$ cat config.mk
export PLATFORM = sky130hd
export DESIGN_NAME = adc_trigger_and_result_regs
export DESIGN_NICKNAME = d
export VERILOG_FILES = /design/src/core/adc_trig_pkg.sv /design/src/core/adc_trigger_select.sv /design/src/core/adc_result_store.sv /design/src/core/adc_trigger_and_result_regs.sv
export SDC_FILE = /design/constraint.sdc
export NUM_CORES = 1
export LEC_CHECK = 0
export ABC_AREA = 1
export ABC_CLOCK_PERIOD_IN_PS = 2500
export BUFFER_PORTS_ARGS = -buffer_cell sky130_fd_sc_hd__buf_2
export CAP_MARGIN = 20
export CORE_MARGIN = 2
export CORE_UTILIZATION = 32
export DETAILED_ROUTE_END_ITERATION = 16
export PLACE_DENSITY = 0.63
export SLEW_MARGIN = 20
export SYNTH_ARGS = -nofsm -noshare
export SYNTH_HDL_FRONTEND = slang
export SYNTH_SLANG_ARGS = --single-unit
$ cat constraint.sdc
create_clock -name CLOCK -period 2.5 [get_ports CLOCK]
set_input_delay 0.5 -clock CLOCK [delete_from_list [all_inputs] [get_ports CLOCK]]
set_output_delay 0.5 -clock CLOCK [all_outputs]
set_load 0.01 [all_outputs]
$ cat src/core/adc_trig_pkg.sv
// Register map, field positions, reset values and trigger codes of the
// converter control block.
// Assumes a 32-bit APB slave port with one aligned word per register.
package adc_trig_pkg;

	// ----------------------------------------------------------------------
	// Register byte addresses
	// ----------------------------------------------------------------------
	localparam logic [7:0] OFS_CONV_CTRL_A = 8'h00;
	localparam logic [7:0] OFS_CONV_CTRL_B = 8'h04;
	localparam logic [7:0] OFS_INPUT_MUX = 8'h08;
	localparam logic [7:0] OFS_RESULT_LOW = 8'h0c;
	localparam logic [7:0] OFS_RESULT_HIGH = 8'h10;
	localparam logic [7:0] OFS_PIN_DIS_0 = 8'h14;
	localparam logic [7:0] OFS_PIN_DIS_1 = 8'h18;

	// ----------------------------------------------------------------------
	// Field positions
	// ----------------------------------------------------------------------
	localparam int CA_ENABLE = 7;
	localparam int CA_START_CONV = 6;
	localparam int CA_AUTO_TRIGGER_EN = 5;
	localparam int CA_DONE_FLAG = 4;
	localparam int CA_DONE_IRQ_EN = 3;
	localparam int CB_HIGH_SPEED_SEL = 7;
	localparam int CB_AMP_CONV_REQUEST = 4;
	localparam int MUX_LEFT_ADJUST = 5;

	// ----------------------------------------------------------------------
	// Reset values and widths
	// ----------------------------------------------------------------------
	localparam logic [7:0] RST_BYTE = 8'h00;
	localparam logic [9:0] RST_RESULT = 10'h000;
	localparam int DIS1_WIDTH = 6;

	// ----------------------------------------------------------------------
	// Trigger source codes and amplified channel codes
	// ----------------------------------------------------------------------
	localparam logic [3:0] TRIG_FREE_RUN = 4'h0;
	localparam logic [3:0] TRIG_SYNC0 = 4'h8;
	localparam logic [3:0] TRIG_SYNC2 = 4'ha;
	localparam logic [3:0] TRIG_CMP1 = 4'hb;
	localparam logic [3:0] TRIG_CMP2 = 4'hc;
	localparam logic [3:0] CHAN_AMP0 = 4'hb;
	localparam logic [3:0] CHAN_AMP1 = 4'hc;
	localparam int NUM_TRIG_FLAGS = 9;

endpackage : adc_trig_pkg

$ cat src/core/adc_trigger_select.sv
// Auto-trigger edge and sync event detector.
// Assumes flags and sync events come from logic on the same clock.
`timescale 1ns/1ps
module adc_trigger_select #(
	parameter int NUM_FLAGS = adc_trig_pkg::NUM_TRIG_FLAGS
)(
	input wire logic clk,
	input wire logic rstn,
	input wire logic [NUM_FLAGS-1:0] flags,
	input wire logic [2:0] sync_evt,
	input wire logic [3:0] trig_sel,
	input wire logic auto_en,
	input wire logic amplified,
	input wire logic idle,
	output logic fire
);
	import adc_trig_pkg::*;

	if (NUM_FLAGS != NUM_TRIG_FLAGS)
	begin : g_bad_flag_count
		$error("trigger flag count must match the decode table");
	end

	// ----------------------------------------------------------------------
	// Decode of flag sources
	// ----------------------------------------------------------------------
	function automatic logic pick_flag(input logic [3:0] code,
		input logic [NUM_FLAGS-1:0] f);
		logic r;
		r = 1'b0;
		if (code >= 4'h1 && code <= 4'h7)
			r = f[code - 4'h1];
		else if (code == TRIG_CMP1)
			r = f[7];
		else if (code == TRIG_CMP2)
			r = f[8];
		return r;
	endfunction : pick_flag

	logic cur_flag;
	logic prev_flag_ff;
	logic is_sync;
	logic sync_hit;

	assign cur_flag = pick_flag(trig_sel, flags);
	assign is_sync = trig_sel >= TRIG_SYNC0 && trig_sel <= TRIG_SYNC2;
	assign sync_hit = is_sync && sync_evt[trig_sel[1:0]];

	// ----------------------------------------------------------------------
	// Edge detection
	// ----------------------------------------------------------------------
	always_ff @(posedge clk)
	begin
		if (!rstn)
			prev_flag_ff <= 1'b0;
		else
			prev_flag_ff <= cur_flag;
	end

	// Amplified conversions accept only sync sources; flag codes are void.
	always_comb
	begin
		fire = 1'b0;
		if (auto_en)
		begin
			if (sync_hit && idle)
				fire = 1'b1;
			else if (!amplified && cur_flag && !prev_flag_ff)
				fire = 1'b1;
		end
	end

endmodule : adc_trigger_select

$ cat src/core/adc_result_store.sv
// Locked two-byte result store with left or right presentation.
// Assumes read strobes are single-cycle and on the same clock.
`timescale 1ns/1ps
module adc_result_store (
	input wire logic clk,
	input wire logic rstn,
	input wire logic done,
	input wire logic [9:0] result,
	input wire logic left_adjust,
	input wire logic rd_low,
	input wire logic rd_high,
	output logic [7:0] high_byte,
	output logic [7:0] low_byte,
	output logic locked
);
	import adc_trig_pkg::*;

	logic [9:0] value_ff;
	logic lock_ff;

	always_ff @(posedge clk)
	begin
		if (!rstn)
			value_ff <= RST_RESULT;
		else if (done && !lock_ff && !rd_low)
			value_ff <= result;
	end

	// A low read holds both bytes until the high byte has been taken.
	always_ff @(posedge clk)
	begin
		if (!rstn)
			lock_ff <= 1'b0;
		else if (rd_high)
			lock_ff <= 1'b0;
		else if (rd_low)
			lock_ff <= 1'b1;
	end

	// Presentation is combinational so the adjust bit acts at once.
	always_comb
	begin
		if (left_adjust)
		begin
			high_byte = value_ff[9:2];
			low_byte = {value_ff[1:0], 6'h00};
		end
		else
		begin
			high_byte = {6'h00, value_ff[9:8]};
			low_byte = value_ff[7:0];
		end
	end

	assign locked = lock_ff;

endmodule : adc_result_store

$ cat src/core/adc_trigger_and_result_regs.sv
// Converter control: trigger selection, conversion start, locked results
// and digital input buffer disables, reached over APB.
// Assumes the analog core answers each start with one done pulse and a
// 10-bit result, and that trigger flags are on this clock.
`timescale 1ns/1ps
module adc_trigger_and_result_regs #(
	parameter bit AMP_REQ_PRESENT = 1'b1
)(
	input wire logic CLOCK,
	input wire logic RSTN,
	input wire logic PSEL,
	input wire logic PENABLE,
	input wire logic PWRITE,
	input wire logic [7:0] PADDR,
	input wire logic [31:0] PWDATA,
	input wire logic [3:0] PSTRB,
	output logic [31:0] PRDATA,
	output logic PREADY,
	output logic PSLVERR,
	input wire logic [adc_trig_pkg::NUM_TRIG_FLAGS-1:0] TRIG_FLAGS,
	input wire logic [2:0] SYNC_EVT,
	input wire logic AMP_CLK_EVT,
	input wire logic CONV_DONE,
	input wire logic [9:0] CONV_RESULT,
	input wire logic IRQ_VECTOR_ACK,
	input wire logic [7:0] PIN_RAW_LOW,
	input wire logic [adc_trig_pkg::DIS1_WIDTH-1:0] PIN_RAW_HIGH,
	output logic CONV_START,
	output logic CONV_ENABLE,
	output logic HIGH_SPEED_MODE,
	output logic [2:0] CLK_DIV_SEL,
	output logic [7:0] INPUT_MUX_OUT,
	output logic CONV_IRQ_REQ,
	output logic [7:0] ANALOG_PIN_BUF_OFF_LOW,
	output logic [adc_trig_pkg::DIS1_WIDTH-1:0] PIN_BUF_OFF_HIGH,
	output logic [7:0] PIN_READ_LOW,
	output logic [adc_trig_pkg::DIS1_WIDTH-1:0] PIN_READ_HIGH
);
	import adc_trig_pkg::*;

	// ----------------------------------------------------------------------
	// Register state
	// ----------------------------------------------------------------------
	logic [7:0] ctrl_a_ff;
	logic [7:0] ctrl_b_ff;
	logic [7:0] mux_ff;
	logic [7:0] dis0_ff;
	logic [DIS1_WIDTH-1:0] dis1_ff;
	logic busy_ff;
	logic pready_ff;
	logic [31:0] prdata_ff;
	logic pslverr_ff;
	logic start_ff;
	logic irq_ff;
	logic [7:0] raw_low_meta_ff;
	logic [7:0] raw_low_ff;
	logic [DIS1_WIDTH-1:0] raw_high_meta_ff;
	logic [DIS1_WIDTH-1:0] raw_high_ff;
	logic [7:0] pin_low_ff;
	logic [DIS1_WIDTH-1:0] pin_high_ff;

	// ----------------------------------------------------------------------
	// Bus decode
	// ----------------------------------------------------------------------
	function automatic logic mapped(input logic [7:0] a);
		return a == OFS_CONV_CTRL_A || a == OFS_CONV_CTRL_B ||
			a == OFS_INPUT_MUX || a == OFS_RESULT_LOW ||
			a == OFS_RESULT_HIGH || a == OFS_PIN_DIS_0 ||
			a == OFS_PIN_DIS_1;
	endfunction : mapped

	logic access_done;
	logic take;
	logic wr;
	logic rd;

	// Writes land on the last access cycle; reads lock on the first.
	assign access_done = PSEL && PENABLE && pready_ff;
	assign take = PSEL && PENABLE && !pready_ff;
	assign wr = access_done && PWRITE && PSTRB[0] && mapped(PADDR);
	assign rd = take && !PWRITE;

	function automatic logic wr_to(input logic [7:0] a);
		return wr && PADDR == a;
	endfunction : wr_to

	// ----------------------------------------------------------------------
	// Conversion control
	// ----------------------------------------------------------------------
	logic amplified;
	logic auto_en;
	logic idle;
	logic fire;
	logic launch;
	logic free_restart;
	logic amp_grant;
	logic [7:0] high_byte;
	logic [7:0] low_byte;

	assign amplified = mux_ff[3:0] == CHAN_AMP0 || mux_ff[3:0] == CHAN_AMP1;
	assign auto_en = ctrl_a_ff[CA_AUTO_TRIGGER_EN];
	assign idle = !busy_ff && !ctrl_a_ff[CA_START_CONV];
	assign launch = ctrl_a_ff[CA_START_CONV] && !busy_ff &&
		ctrl_a_ff[CA_ENABLE];
	// Free running restarts plain conversions only; amplified ones need
	// software to set the start bit again.
	assign free_restart = CONV_DONE && auto_en && !amplified &&
		ctrl_b_ff[3:0] == TRIG_FREE_RUN;
	assign amp_grant = AMP_REQ_PRESENT && ctrl_b_ff[CB_AMP_CONV_REQUEST] &&
		AMP_CLK_EVT && idle;

	adc_trigger_select #(
		.NUM_FLAGS(NUM_TRIG_FLAGS)
	) u_trig (
		.clk(CLOCK),
		.rstn(RSTN),
		.flags(TRIG_FLAGS),
		.sync_evt(SYNC_EVT),
		.trig_sel(ctrl_b_ff[3:0]),
		.auto_en(auto_en),
		.amplified(amplified),
		.idle(idle),
		.fire(fire)
	);

	adc_result_store u_result (
		.clk(CLOCK),
		.rstn(RSTN),
		.done(CONV_DONE && busy_ff),
		.result(CONV_RESULT),
		.left_adjust(mux_ff[MUX_LEFT_ADJUST]),
		.rd_low(rd && PADDR == OFS_RESULT_LOW),
		.rd_high(rd && PADDR == OFS_RESULT_HIGH),
		.high_byte(high_byte),
		.low_byte(low_byte),
		.locked()
	);

	always_ff @(posedge CLOCK)
	begin
		if (!RSTN)
			busy_ff <= 1'b0;
		else if (launch)
			busy_ff <= 1'b1;
		else if (CONV_DONE)
			busy_ff <= 1'b0;
	end

	always_ff @(posedge CLOCK)
	begin
		if (!RSTN)
			start_ff <= 1'b0;
		else
			start_ff <= launch;
	end

	// ----------------------------------------------------------------------
	// Control register A
	// ----------------------------------------------------------------------
	always_ff @(posedge CLOCK)
	begin
		if (!RSTN)
			ctrl_a_ff <= RST_BYTE;
		else
		begin
			if (wr_to(OFS_CONV_CTRL_A))
			begin
				ctrl_a_ff[7] <= PWDATA[7];
				ctrl_a_ff[5] <= PWDATA[5];
				ctrl_a_ff[3:0] <= PWDATA[3:0];
			end
			// Start bit: writing zero has no effect; completion clears it.
			if ((wr_to(OFS_CONV_CTRL_A) && PWDATA[CA_START_CONV]) || fire ||
				amp_grant || free_restart)
				ctrl_a_ff[CA_START_CONV] <= 1'b1;
			else if (CONV_DONE && busy_ff)
				ctrl_a_ff[CA_START_CONV] <= 1'b0;
			// Done flag: a completion in the clearing cycle wins.
			if (CONV_DONE && busy_ff)
				ctrl_a_ff[CA_DONE_FLAG] <= 1'b1;
			else if ((wr_to(OFS_CONV_CTRL_A) && PWDATA[CA_DONE_FLAG]) ||
				IRQ_VECTOR_ACK)
				ctrl_a_ff[CA_DONE_FLAG] <= 1'b0;
		end
	end

	// ----------------------------------------------------------------------
	// Control register B
	// ----------------------------------------------------------------------
	always_ff @(posedge CLOCK)
	begin
		if (!RSTN)
			ctrl_b_ff <= RST_BYTE;
		else
		begin
			if (wr_to(OFS_CONV_CTRL_B))
			begin
				ctrl_b_ff[CB_HIGH_SPEED_SEL] <= PWDATA[CB_HIGH_SPEED_SEL];
				ctrl_b_ff[3:0] <= PWDATA[3:0];
				// Software write beats the hardware clear in the same cycle.
				ctrl_b_ff[CB_AMP_CONV_REQUEST] <= AMP_REQ_PRESENT &&
					PWDATA[CB_AMP_CONV_REQUEST];
			end
			else if (amp_grant)
				ctrl_b_ff[CB_AMP_CONV_REQUEST] <= 1'b0;
		end
	end

	// ----------------------------------------------------------------------
	// Multiplexer and input disable registers
	// ----------------------------------------------------------------------
	always_ff @(posedge CLOCK)
	begin
		if (!RSTN)
			mux_ff <= RST_BYTE;
		else if (wr_to(OFS_INPUT_MUX))
			mux_ff <= {PWDATA[7:5], 1'b0, PWDATA[3:0]};
	end

	always_ff @(posedge CLOCK)
	begin
		if (!RSTN)
		begin
			dis0_ff <= RST_BYTE;
			dis1_ff <= RST_BYTE[DIS1_WIDTH-1:0];
		end
		else
		begin
			if (wr_to(OFS_PIN_DIS_0))
				dis0_ff <= PWDATA[7:0];
			if (wr_to(OFS_PIN_DIS_1))
				dis1_ff <= PWDATA[DIS1_WIDTH-1:0];
		end
	end

	// Pad levels are asynchronous, so they pass two flops before masking.
	always_ff @(posedge CLOCK)
	begin
		if (!RSTN)
		begin
			raw_low_meta_ff <= RST_BYTE;
			raw_low_ff <= RST_BYTE;
			raw_high_meta_ff <= RST_BYTE[DIS1_WIDTH-1:0];
			raw_high_ff <= RST_BYTE[DIS1_WIDTH-1:0];
			pin_low_ff <= RST_BYTE;
			pin_high_ff <= RST_BYTE[DIS1_WIDTH-1:0];
		end
		else
		begin
			raw_low_meta_ff <= PIN_RAW_LOW;
			raw_low_ff <= raw_low_meta_ff;
			raw_high_meta_ff <= PIN_RAW_HIGH;
			raw_high_ff <= raw_high_meta_ff;
			pin_low_ff <= raw_low_ff & ~dis0_ff;
			pin_high_ff <= raw_high_ff & ~dis1_ff;
		end
	end

	// ----------------------------------------------------------------------
	// APB answer
	// ----------------------------------------------------------------------
	function automatic logic [7:0] read_mux(input logic [7:0] a);
		logic [7:0] r;
		unique case (a)
			OFS_CONV_CTRL_A: r = ctrl_a_ff;
			OFS_CONV_CTRL_B: r = ctrl_b_ff;
			OFS_INPUT_MUX: r = mux_ff;
			OFS_RESULT_LOW: r = low_byte;
			OFS_RESULT_HIGH: r = high_byte;
			OFS_PIN_DIS_0: r = dis0_ff;
			OFS_PIN_DIS_1: r = {2'h0, dis1_ff};
			default: r = 8'h00;
		endcase
		return r;
	endfunction : read_mux

	always_ff @(posedge CLOCK)
	begin
		if (!RSTN)
		begin
			pready_ff <= 1'b0;
			prdata_ff <= 32'h0000_0000;
			pslverr_ff <= 1'b0;
		end
		else
		begin
			pready_ff <= take;
			prdata_ff <= (take && !PWRITE) ?
				{24'h00_0000, read_mux(PADDR)} : 32'h0000_0000;
			pslverr_ff <= take && !mapped(PADDR);
		end
	end

	always_ff @(posedge CLOCK)
	begin
		if (!RSTN)
			irq_ff <= 1'b0;
		else
			irq_ff <= ctrl_a_ff[CA_DONE_FLAG] && ctrl_a_ff[CA_DONE_IRQ_EN];
	end

	assign PRDATA = prdata_ff;
	assign PREADY = pready_ff;
	assign PSLVERR = pslverr_ff;
	assign CONV_START = start_ff;
	assign CONV_ENABLE = ctrl_a_ff[CA_ENABLE];
	assign HIGH_SPEED_MODE = ctrl_b_ff[CB_HIGH_SPEED_SEL];
	assign CLK_DIV_SEL = ctrl_a_ff[2:0];
	assign INPUT_MUX_OUT = mux_ff;
	assign CONV_IRQ_REQ = irq_ff;
	assign ANALOG_PIN_BUF_OFF_LOW = dis0_ff;
	assign PIN_BUF_OFF_HIGH = dis1_ff;
	assign PIN_READ_LOW = pin_low_ff;
	assign PIN_READ_HIGH = pin_high_ff;

endmodule : adc_trigger_and_result_regs

==> results.txt, run 1 <==
- The die covers between 10000 and 15000 um2.
- Drt initial violations: around 300
- The number of antenna violations at the first check in global routing is 1.
- Share of cells above drive strength 1: 22.3%
- Entering global routing, the biggest net connects between 40 and 50 pins.
- Root buffer selected by CTS: clkbuf_16
* Number of buffers inserted by port buffering: approximately 110
- Routed WL per cell: between 10 and 15 um
- The worst path in the final design needs a cycle of roughly 1.9 ns, including I/O delays and setup.
- The longest clock path from root to sink contains 2 buffers.
- After detailed routing, the total wire length is roughly 12 mm.
- Of the synthesized area, sequential elements account for 46.7%.
- Proportion of netlist area held by the largest area contributor: roughly 47%
- Number of filler instances in the final layout: between 1000 and 1500
* Worst Path Required: between 2 and 3 ns
* Number of H-tree levels: 3
- Post-synth EDFFs: 0
* Total half-perimeter wirelength after legalization and detailed placement: between 8 and 9 mm
- Setup Skew: approximately 0.006 ns
* Largest delay share family, worst path: flip-flops
* Final Cycle Share: 76.9%
* Number of hold buffers added after CTS: 0
* Critical path startpoint category: register
* Starting utilization of the core area: around 33%
- Clock-pin slew was measured on the worst setup and hold paths at roughly 0.070 ns.
- Crit-path max FO: 9
- Worst supply voltage drop on vdd: around 0.00032 V
- Dominant cell by count in the synthesized netlist: nand2_1
- Height of the chip: around 120 um
- Mean Syn Cell Area: between 7 and 8 um2
* Endpoint type of the worst setup path: register
- RePlAce Congestion: ~0.86
* Summed instance area of the synthesized netlist: roughly 4400 um2
* Commonest register cell after synthesis: dfxtp_1
- Detailed-route DRC error count: 0
- The core region is about 13000 um2.
- For the pin with the worst max-slew slack, the measured transition is between 0.7 and 0.8 ns.
- In this run, CTS created clock tree buffers numbering 9.
- The first global-routing pass estimated 18.4 mm of wire.
- Post-synthesis register bit count: around 100
* Max Cap Viol: 0
* Path type of the worst setup path: register to register
* Areal power density over the cells: 619 nW/um2
- Yosys cell types: 35
* Proportion of synthesized flip-flops having asynchronous set or reset: 0%
* TritonCTS clock tree: yes
- Resize count post-CTS: 0
- Antenna viol nets, final: 0
- Final hold viol count: 0
- Synthesis-to-layout area growth: 22.2%
* Max-Slew Margin vs Limit: 50.9%
- By instance count, the cell type seen most on the critical path is nand2_1.
* Row cnt: 42
- Worst-case hold slack: 0.334 ns
- After clock tree synthesis, the setup repair step added 0 buffers.
- Total via count after detailed routing: 3997
* Width of the die: ~120 um
- Synth top area cells: dfxtp_1, nand2_1, nor2_1, inv_1, buf_4
* Post-synthesis cell count: 593
* Net count reported at finish: around 800
- Pin placement for this block handled 165 I/O pins.
* Setup-failing EPs final: 0
* Max stage delay cell, worst path: dfxtp_1
- Final instance area: roughly 5300 um2
- The first TritonRoute pass finished after 4 iterations.
- The placed instances occupy a cell area of 5030 um2.
- Summed over all cells, the static leakage comes to 2.63 nW.
* Peak clock frequency supported by timing: between 500 and 600 MHz
- Endpoint arrival time on the critical path: around 2.1 ns
- Slowest cell delay on critical path: 0.52 ns
- Setup_tns: 0 ns
* Count of final max-slew check failures: 0
- CP Cell Sequence: clkinv_1 > ha_1 > inv_1 > nand3_1 > nand2_1 > nand2_1 > nand3_1 > nand2_1 > nand3_1 > nand2_1 > nand2_1 > a21oi_1
* Vias per std cell: around 4.5
- The min-delay analysis places its worst path in the category input port to register.
- The critical path contains buffers and inverters numbering 2 combined.
* TritonCTS Sinks: around 100
- Yosys warning total: 0
- The commonest cells after synthesis are nand2_1, dfxtp_1, nor2_1.
- Diodes inserted: 0
* Sum of overflow across all layers after global routing: 0
- Total power: roughly 3.3 mW
- Across every metal layer, demand over resource in global routing totals 16.4%.
* Unrepaired setup endpoints after global routing: no
- Clock latency on the worst-skew pair: 0.34 ns
* Run status: finished, final reports clean
- Vias in the first global route: about 3600
- Of all cell types, the one taking the most synthesized area is dfxtp_1.
[path summary, 6_finish.rpt]
path,slack (ns),cells after the start,end,start
worst min register to register,0.41,2,PIN_READ_LOW[5],raw_low_ff[5]
worst max register to register,0.58,12,ctrl_a_ff[6],ctrl_b_ff[0]
worst max-delay path,0.58,12,ctrl_a_ff[6],ctrl_b_ff[0]
worst min-delay path,0.33,3,raw_low_meta_ff[0],PIN_RAW_LOW[0]
[layout by cell type, fill, tap and decap left out, types with 2 or more instances in the layout]
| cell type | instances |
|---|---|
| o22ai_1 | 3 |
| nand2_4 | 2 |
| bufinv_16 | 2 |
| nand3_2 | 3 |
| buf_2 | 112 |
| inv_1 | 66 |
| nor3_1 | 12 |
| a21oi_1 | 31 |
| dfxtp_1 | 102 |
| inv_2 | 2 |
| clkinv_1 | 2 |
| a211oi_1 | 2 |
| nor2_2 | 3 |
| nand2_1 | 126 |
| nand4_1 | 14 |
| nand2_2 | 2 |
| nor2_1 | 93 |
| ha_1 | 5 |
| clkinv_2 | 2 |
| conb_1 | 25 |
| o211a_1 | 2 |
| o21ai_0 | 34 |
| clkbuf_16 | 9 |
| buf_4 | 11 |
| a31oi_1 | 2 |
| nand3_1 | 28 |
| a221oi_1 | 2 |
| nor2_4 | 3 |
[power breakdown]
group          leakage [nW]  switching (mW)  total (mW)  internal [mW]
Sequential            0.829         0.00716        1.66           1.65
Combinational          1.64           0.109       0.170         0.0604
Clock                 0.152           0.602        1.48          0.876
[worst reg2reg max path, stage by stage, from the launching register on]
cell	delay [ns]
dfxtp_1	0.52
clkinv_1	0.24
ha_1	0.38
inv_1	0.09
nand3_1	0.07
nand2_1	0.06
nand2_1	0.04
nand3_1	0.07
nand2_1	0.07
nand3_1	0.07
nand2_1	0.05
nand2_1	0.05
a21oi_1	0.05
[state kept, by name (all words and copies together) (netlist names), 6 cells and up]
signal,count
PIN_READ_LOW,8
PRDATA,8
raw_high_meta_ff,6
ctrl_b_ff,6
INPUT_MUX_OUT,7
raw_low_meta_ff,8
ctrl_a_ff,8
PIN_READ_HIGH,6
u_result.value_ff,10
PIN_BUF_OFF_HIGH,6
ANALOG_PIN_BUF_OFF_LOW,8
raw_low_ff,8
raw_high_ff,6
[metrics by stage]
stage	worst slack, ns	util [%]	instances
after floorplan	0.768	-	617
after CTS	0.568	40.2	886
final	0.577	40.2	886
after global placement	0.484	37.8	870
after detailed placement	0.473	37.8	870
after global routing	0.330	40.2	886
[cell families after synthesis]
kind of cell,Yosys count,synth area share (%)
buffers and inverters,117,13.0
and+or+nand+nor,290,29.0
DFF,102,46.7
adders and majority gates,5,1.43
other,1,0.0858
AOI/OAI and AO/OA,78,9.76
[cell type report]
| cell class | count | area, um2 | area share [%] |
|---|---|---|---|
| well taps | 176 | 220 | 4.12 |
| multi-input cells | 398 | 1850 | 34.6 |
| flip-flops and latches | 102 | 2040 | 38.2 |
| repair buffers | 123 | 643 | 12.0 |
| clock inverters | 6 | 86.3 | 1.62 |
| clock buffers | 10 | 229 | 4.29 |
| inverters | 71 | 272 | 5.08 |
[per-layer routing]
metal / routed length (um) / global-route usage, % / vias up / share of wire [%]
li1: - / - / 2055 / -
met1: 5210 / 21.9 / 1772 / 45
met2: 5170 / 25.7 / 146 / 44
met3: 962 / 3.48 / 22 / 8.2
met4: 310 / 6.83 / 2 / 2.7
met5: 17 / 0 / - / 0.15
Note: power is estimated with default switching activity, not from simulation.
==> inputs of run 2 (changes only) <==
--- a/config.mk
+++ b/config.mk
@@ -6,13 +6,13 @@
 export NUM_CORES = 1
 export LEC_CHECK = 0
 export ABC_AREA = 1
-export ABC_CLOCK_PERIOD_IN_PS = 2500
+export ABC_CLOCK_PERIOD_IN_PS = 1600
 export BUFFER_PORTS_ARGS = -buffer_cell sky130_fd_sc_hd__buf_2
 export CAP_MARGIN = 20
 export CORE_MARGIN = 2
 export CORE_UTILIZATION = 32
 export DETAILED_ROUTE_END_ITERATION = 16
-export PLACE_DENSITY = 0.63
+export PLACE_DENSITY = 0.65
 export SLEW_MARGIN = 20
 export SYNTH_ARGS = -nofsm -noshare
 export SYNTH_HDL_FRONTEND = slang
==> constraint.sdc (replaced) <==
create_clock -name CLOCK -period 1.6 [get_ports CLOCK]
set_input_delay 0.32 -clock CLOCK [delete_from_list [all_inputs] [get_ports CLOCK]]
set_output_delay 0.32 -clock CLOCK [all_outputs]
set_load 0.01 [all_outputs]
==> run 2 against run 1 <==
Against the previous run: critical path depth is 2 lower; global-route usage hardly changed; maximum frequency is 28% higher; worst setup slack worse by 0.48 ns; sequential cell count stayed put; combinational power is 71% higher; die area stayed put; routed wire length is 1.8% higher; register-to-register slack worse by 0.48 ns; non-clock buffer count is 37 higher; highest routed layer is now met4; count of clock-buffer cells in the layout is 2 higher; worst hold slack worse by 0.17 ns.
==> results.txt, run 2 (synthesis gave the netlist of run 1 again) <==
- The run finished with clean final reports.
- Critical path startpoint category: register
* Total via count after detailed routing: around 4000
* RePlAce Congestion: just over 0.9
- For this block, the routed nets add up to 11.9 mm of wire.
- Along the worst path, the maximum fanout reaches 2.
- The HPWL after detailed placement is 9.12 mm.
- After detailed routing, the average wire length per cell comes to roughly 13 um.
- Number of detailed-routing iterations run before antenna repair: 7
- Commonest cells after routing, fill and taps aside: nand2_1, buf_2, dfxtp_1, nor2_1, inv_1
- After detailed routing, the number of vias per cell comes to roughly 4.5.
- Flip-flop count of the largest register after layout: 10
- In the routed design, unresolved DRC markers number 0.
* Share of cells above drive strength 1: between 20% and 30%
* Clock-pin slew of the registers on the worst-case setup and hold paths: 0.07 ns
* Peak clock frequency supported by timing: 666 MHz
* Root buffer selected by CTS: clkbuf_16
- In this run the remaining antenna-violating nets after routing total 0.
* Max Cap Viol: 0
* Width of the die: 121 um
- Starting utilization of the core area: 32.9%
- Row cnt: 42
* Count of boundary I/O pins: approximately 170
* Number of hold buffers added after CTS: 0
* Worst Path Required: between 1.5 and 2 ns
- The number of max-slew violations in the final report was 0.
- Clock latency on the worst-skew pair: approximately 0.34 ns
- Endpoint arrival time on the critical path: 1.72 ns
- Global-route wire length before repair: roughly 18 mm
* Tmin final: roughly 1.5 ns
- Clock tree synthesis found a total of slightly above 100 sinks.
- The finished layout holds a little over 900 standard cells, fillers aside.
* Drt initial violations: about 260
- Setup violations remaining at the end of the flow were counted as 0.
- Height of the chip: 121 um
- In this run the number of H-tree levels came out at 3.
- The number of antenna violations at the first check in global routing is 0.
- Sum of overflow across all layers after global routing: 0
- Ranked by flip-flop count, first place goes to u_result.value_ff.
- Pleak: approximately 2.8 nW
- Across the VDD grid, the largest voltage drop is ~0.00049 V.
- Tightest Hold Check Type: input port to register
* Dpl cells: approximately 910
- Diodes inserted: 0
* Worst-case hold slack: about 0.16 ns
- In the global route stage, overall resource usage came out at between 10% and 20%.
- In this run, CTS created clock tree buffers numbering 9.
- Die ar.: 14600 um2
- The count of buffers added on input and output ports is roughly 110.
- Setup Skew: 0.00648 ns
- After the last flow step, the layout net total stands at ~840.
- Leading cell type in the layout, fill and taps excluded: nand2_1
- Final hold viol count: 0
- Path type of the worst setup path: register to register
- Maximum number of pins on one net before global-route repair: 42
- TritonCTS clock tree: yes
- The via count of the first global-routing pass came to between 3000 and 4000.
* Core box area: approximately 13000 um2
- Dividing total power by cell area gives a power density of about 900 nW/um2.
- Clock buffer depth: 2
- Final Cycle Share: a little over nine tenths
- Endpoint type of the worst setup path: register
- From synthesis to final layout, the design area changed by 29.5%.
-- run 2: changes by cell type in the layout (fill, tap and decap cells not counted), sizes merged --
cell	before	now
buf	123	160
clkinv	5	2
clkbuf	10	12
bufinv	2	1
clkinvlp	1	2
-- run 2: per-layer routing --
layer | part of all wire (%) | global-route usage, % | vias to the layer above
met5 | 0 | 0 | -
met4 | 1.5 | 4.94 | 0
met3 | 6.6 | 3.29 | 13
met2 | 47 | 27.6 | 147
met1 | 45 | 21.3 | 1840
li1 | - | - | 2114
-- run 2: layout make-up --
type                    instances  area [um2]
clock buffers                  12         267
clock inverters                 3        42.5
fillers                      1360        7630
inverters                      71         279
multi-input cells             398        1870
flip-flops and latches        102        2040
well taps                     176         220
repair buffers                160         933
-- run 2: through the flow --
step	setup TNS (ns)	utilization (%)	total power [mW]	worst slack (ns)	instance area, um2
finish	0	42.6	5.11	0.0989	5660
global route	-0.0371	42.6	5.33	-0.0371	5660
floorplan	0	-	2.83	0.0722	4460
detailed placement	-2.73	39.9	2.94	-0.0954	5310
global placement	-2.13	39.9	2.94	-0.0867	5310
CTS	0	42.2	5.17	0.0461	5610
-- run 2: power by group --
group          switching, mW  internal (mW)  leakage (nW)  total [mW]
Combinational          0.177          0.113          1.83       0.290
Clock                  0.893           1.33         0.151        2.22
Sequential            0.0116           2.58         0.830        2.59
Total                   1.08           4.02          2.81        5.11
-- run 2: path summary, 6_finish.rpt --
path | slack [ns] | startpoint | cells after the start | endpoint
hold reg to reg | 0.41 | raw_high_ff[1] | 2 | PIN_READ_HIGH[1]
setup reg to reg | 0.1 | ctrl_b_ff[0] | 10 | ctrl_a_ff[6]
setup / recovery | 0.1 | ctrl_b_ff[0] | 10 | ctrl_a_ff[6]
hold / removal | 0.16 | PIN_RAW_LOW[6] | 3 | raw_low_meta_ff[6]
-- run 2: timing repair --
item,4_1_cts,5_1_grt
setup endpoints to repair,0,10
hold endpoints to repair,0,0
buffers inserted,0,2
gates resized for setup,0,10
-- run 2: worst max-delay path, stage by stage, from the launching register on --
cell and delay (ns):
dfxtp_2 0.33, buf_4 0.14, ha_1 0.20, nor2_2 0.13
inv_1 0.06, o21ai_0 0.14, nand3_1 0.10, nand3_1 0.10
nand2_1 0.05, nand2_1 0.06, a21oi_2 0.05
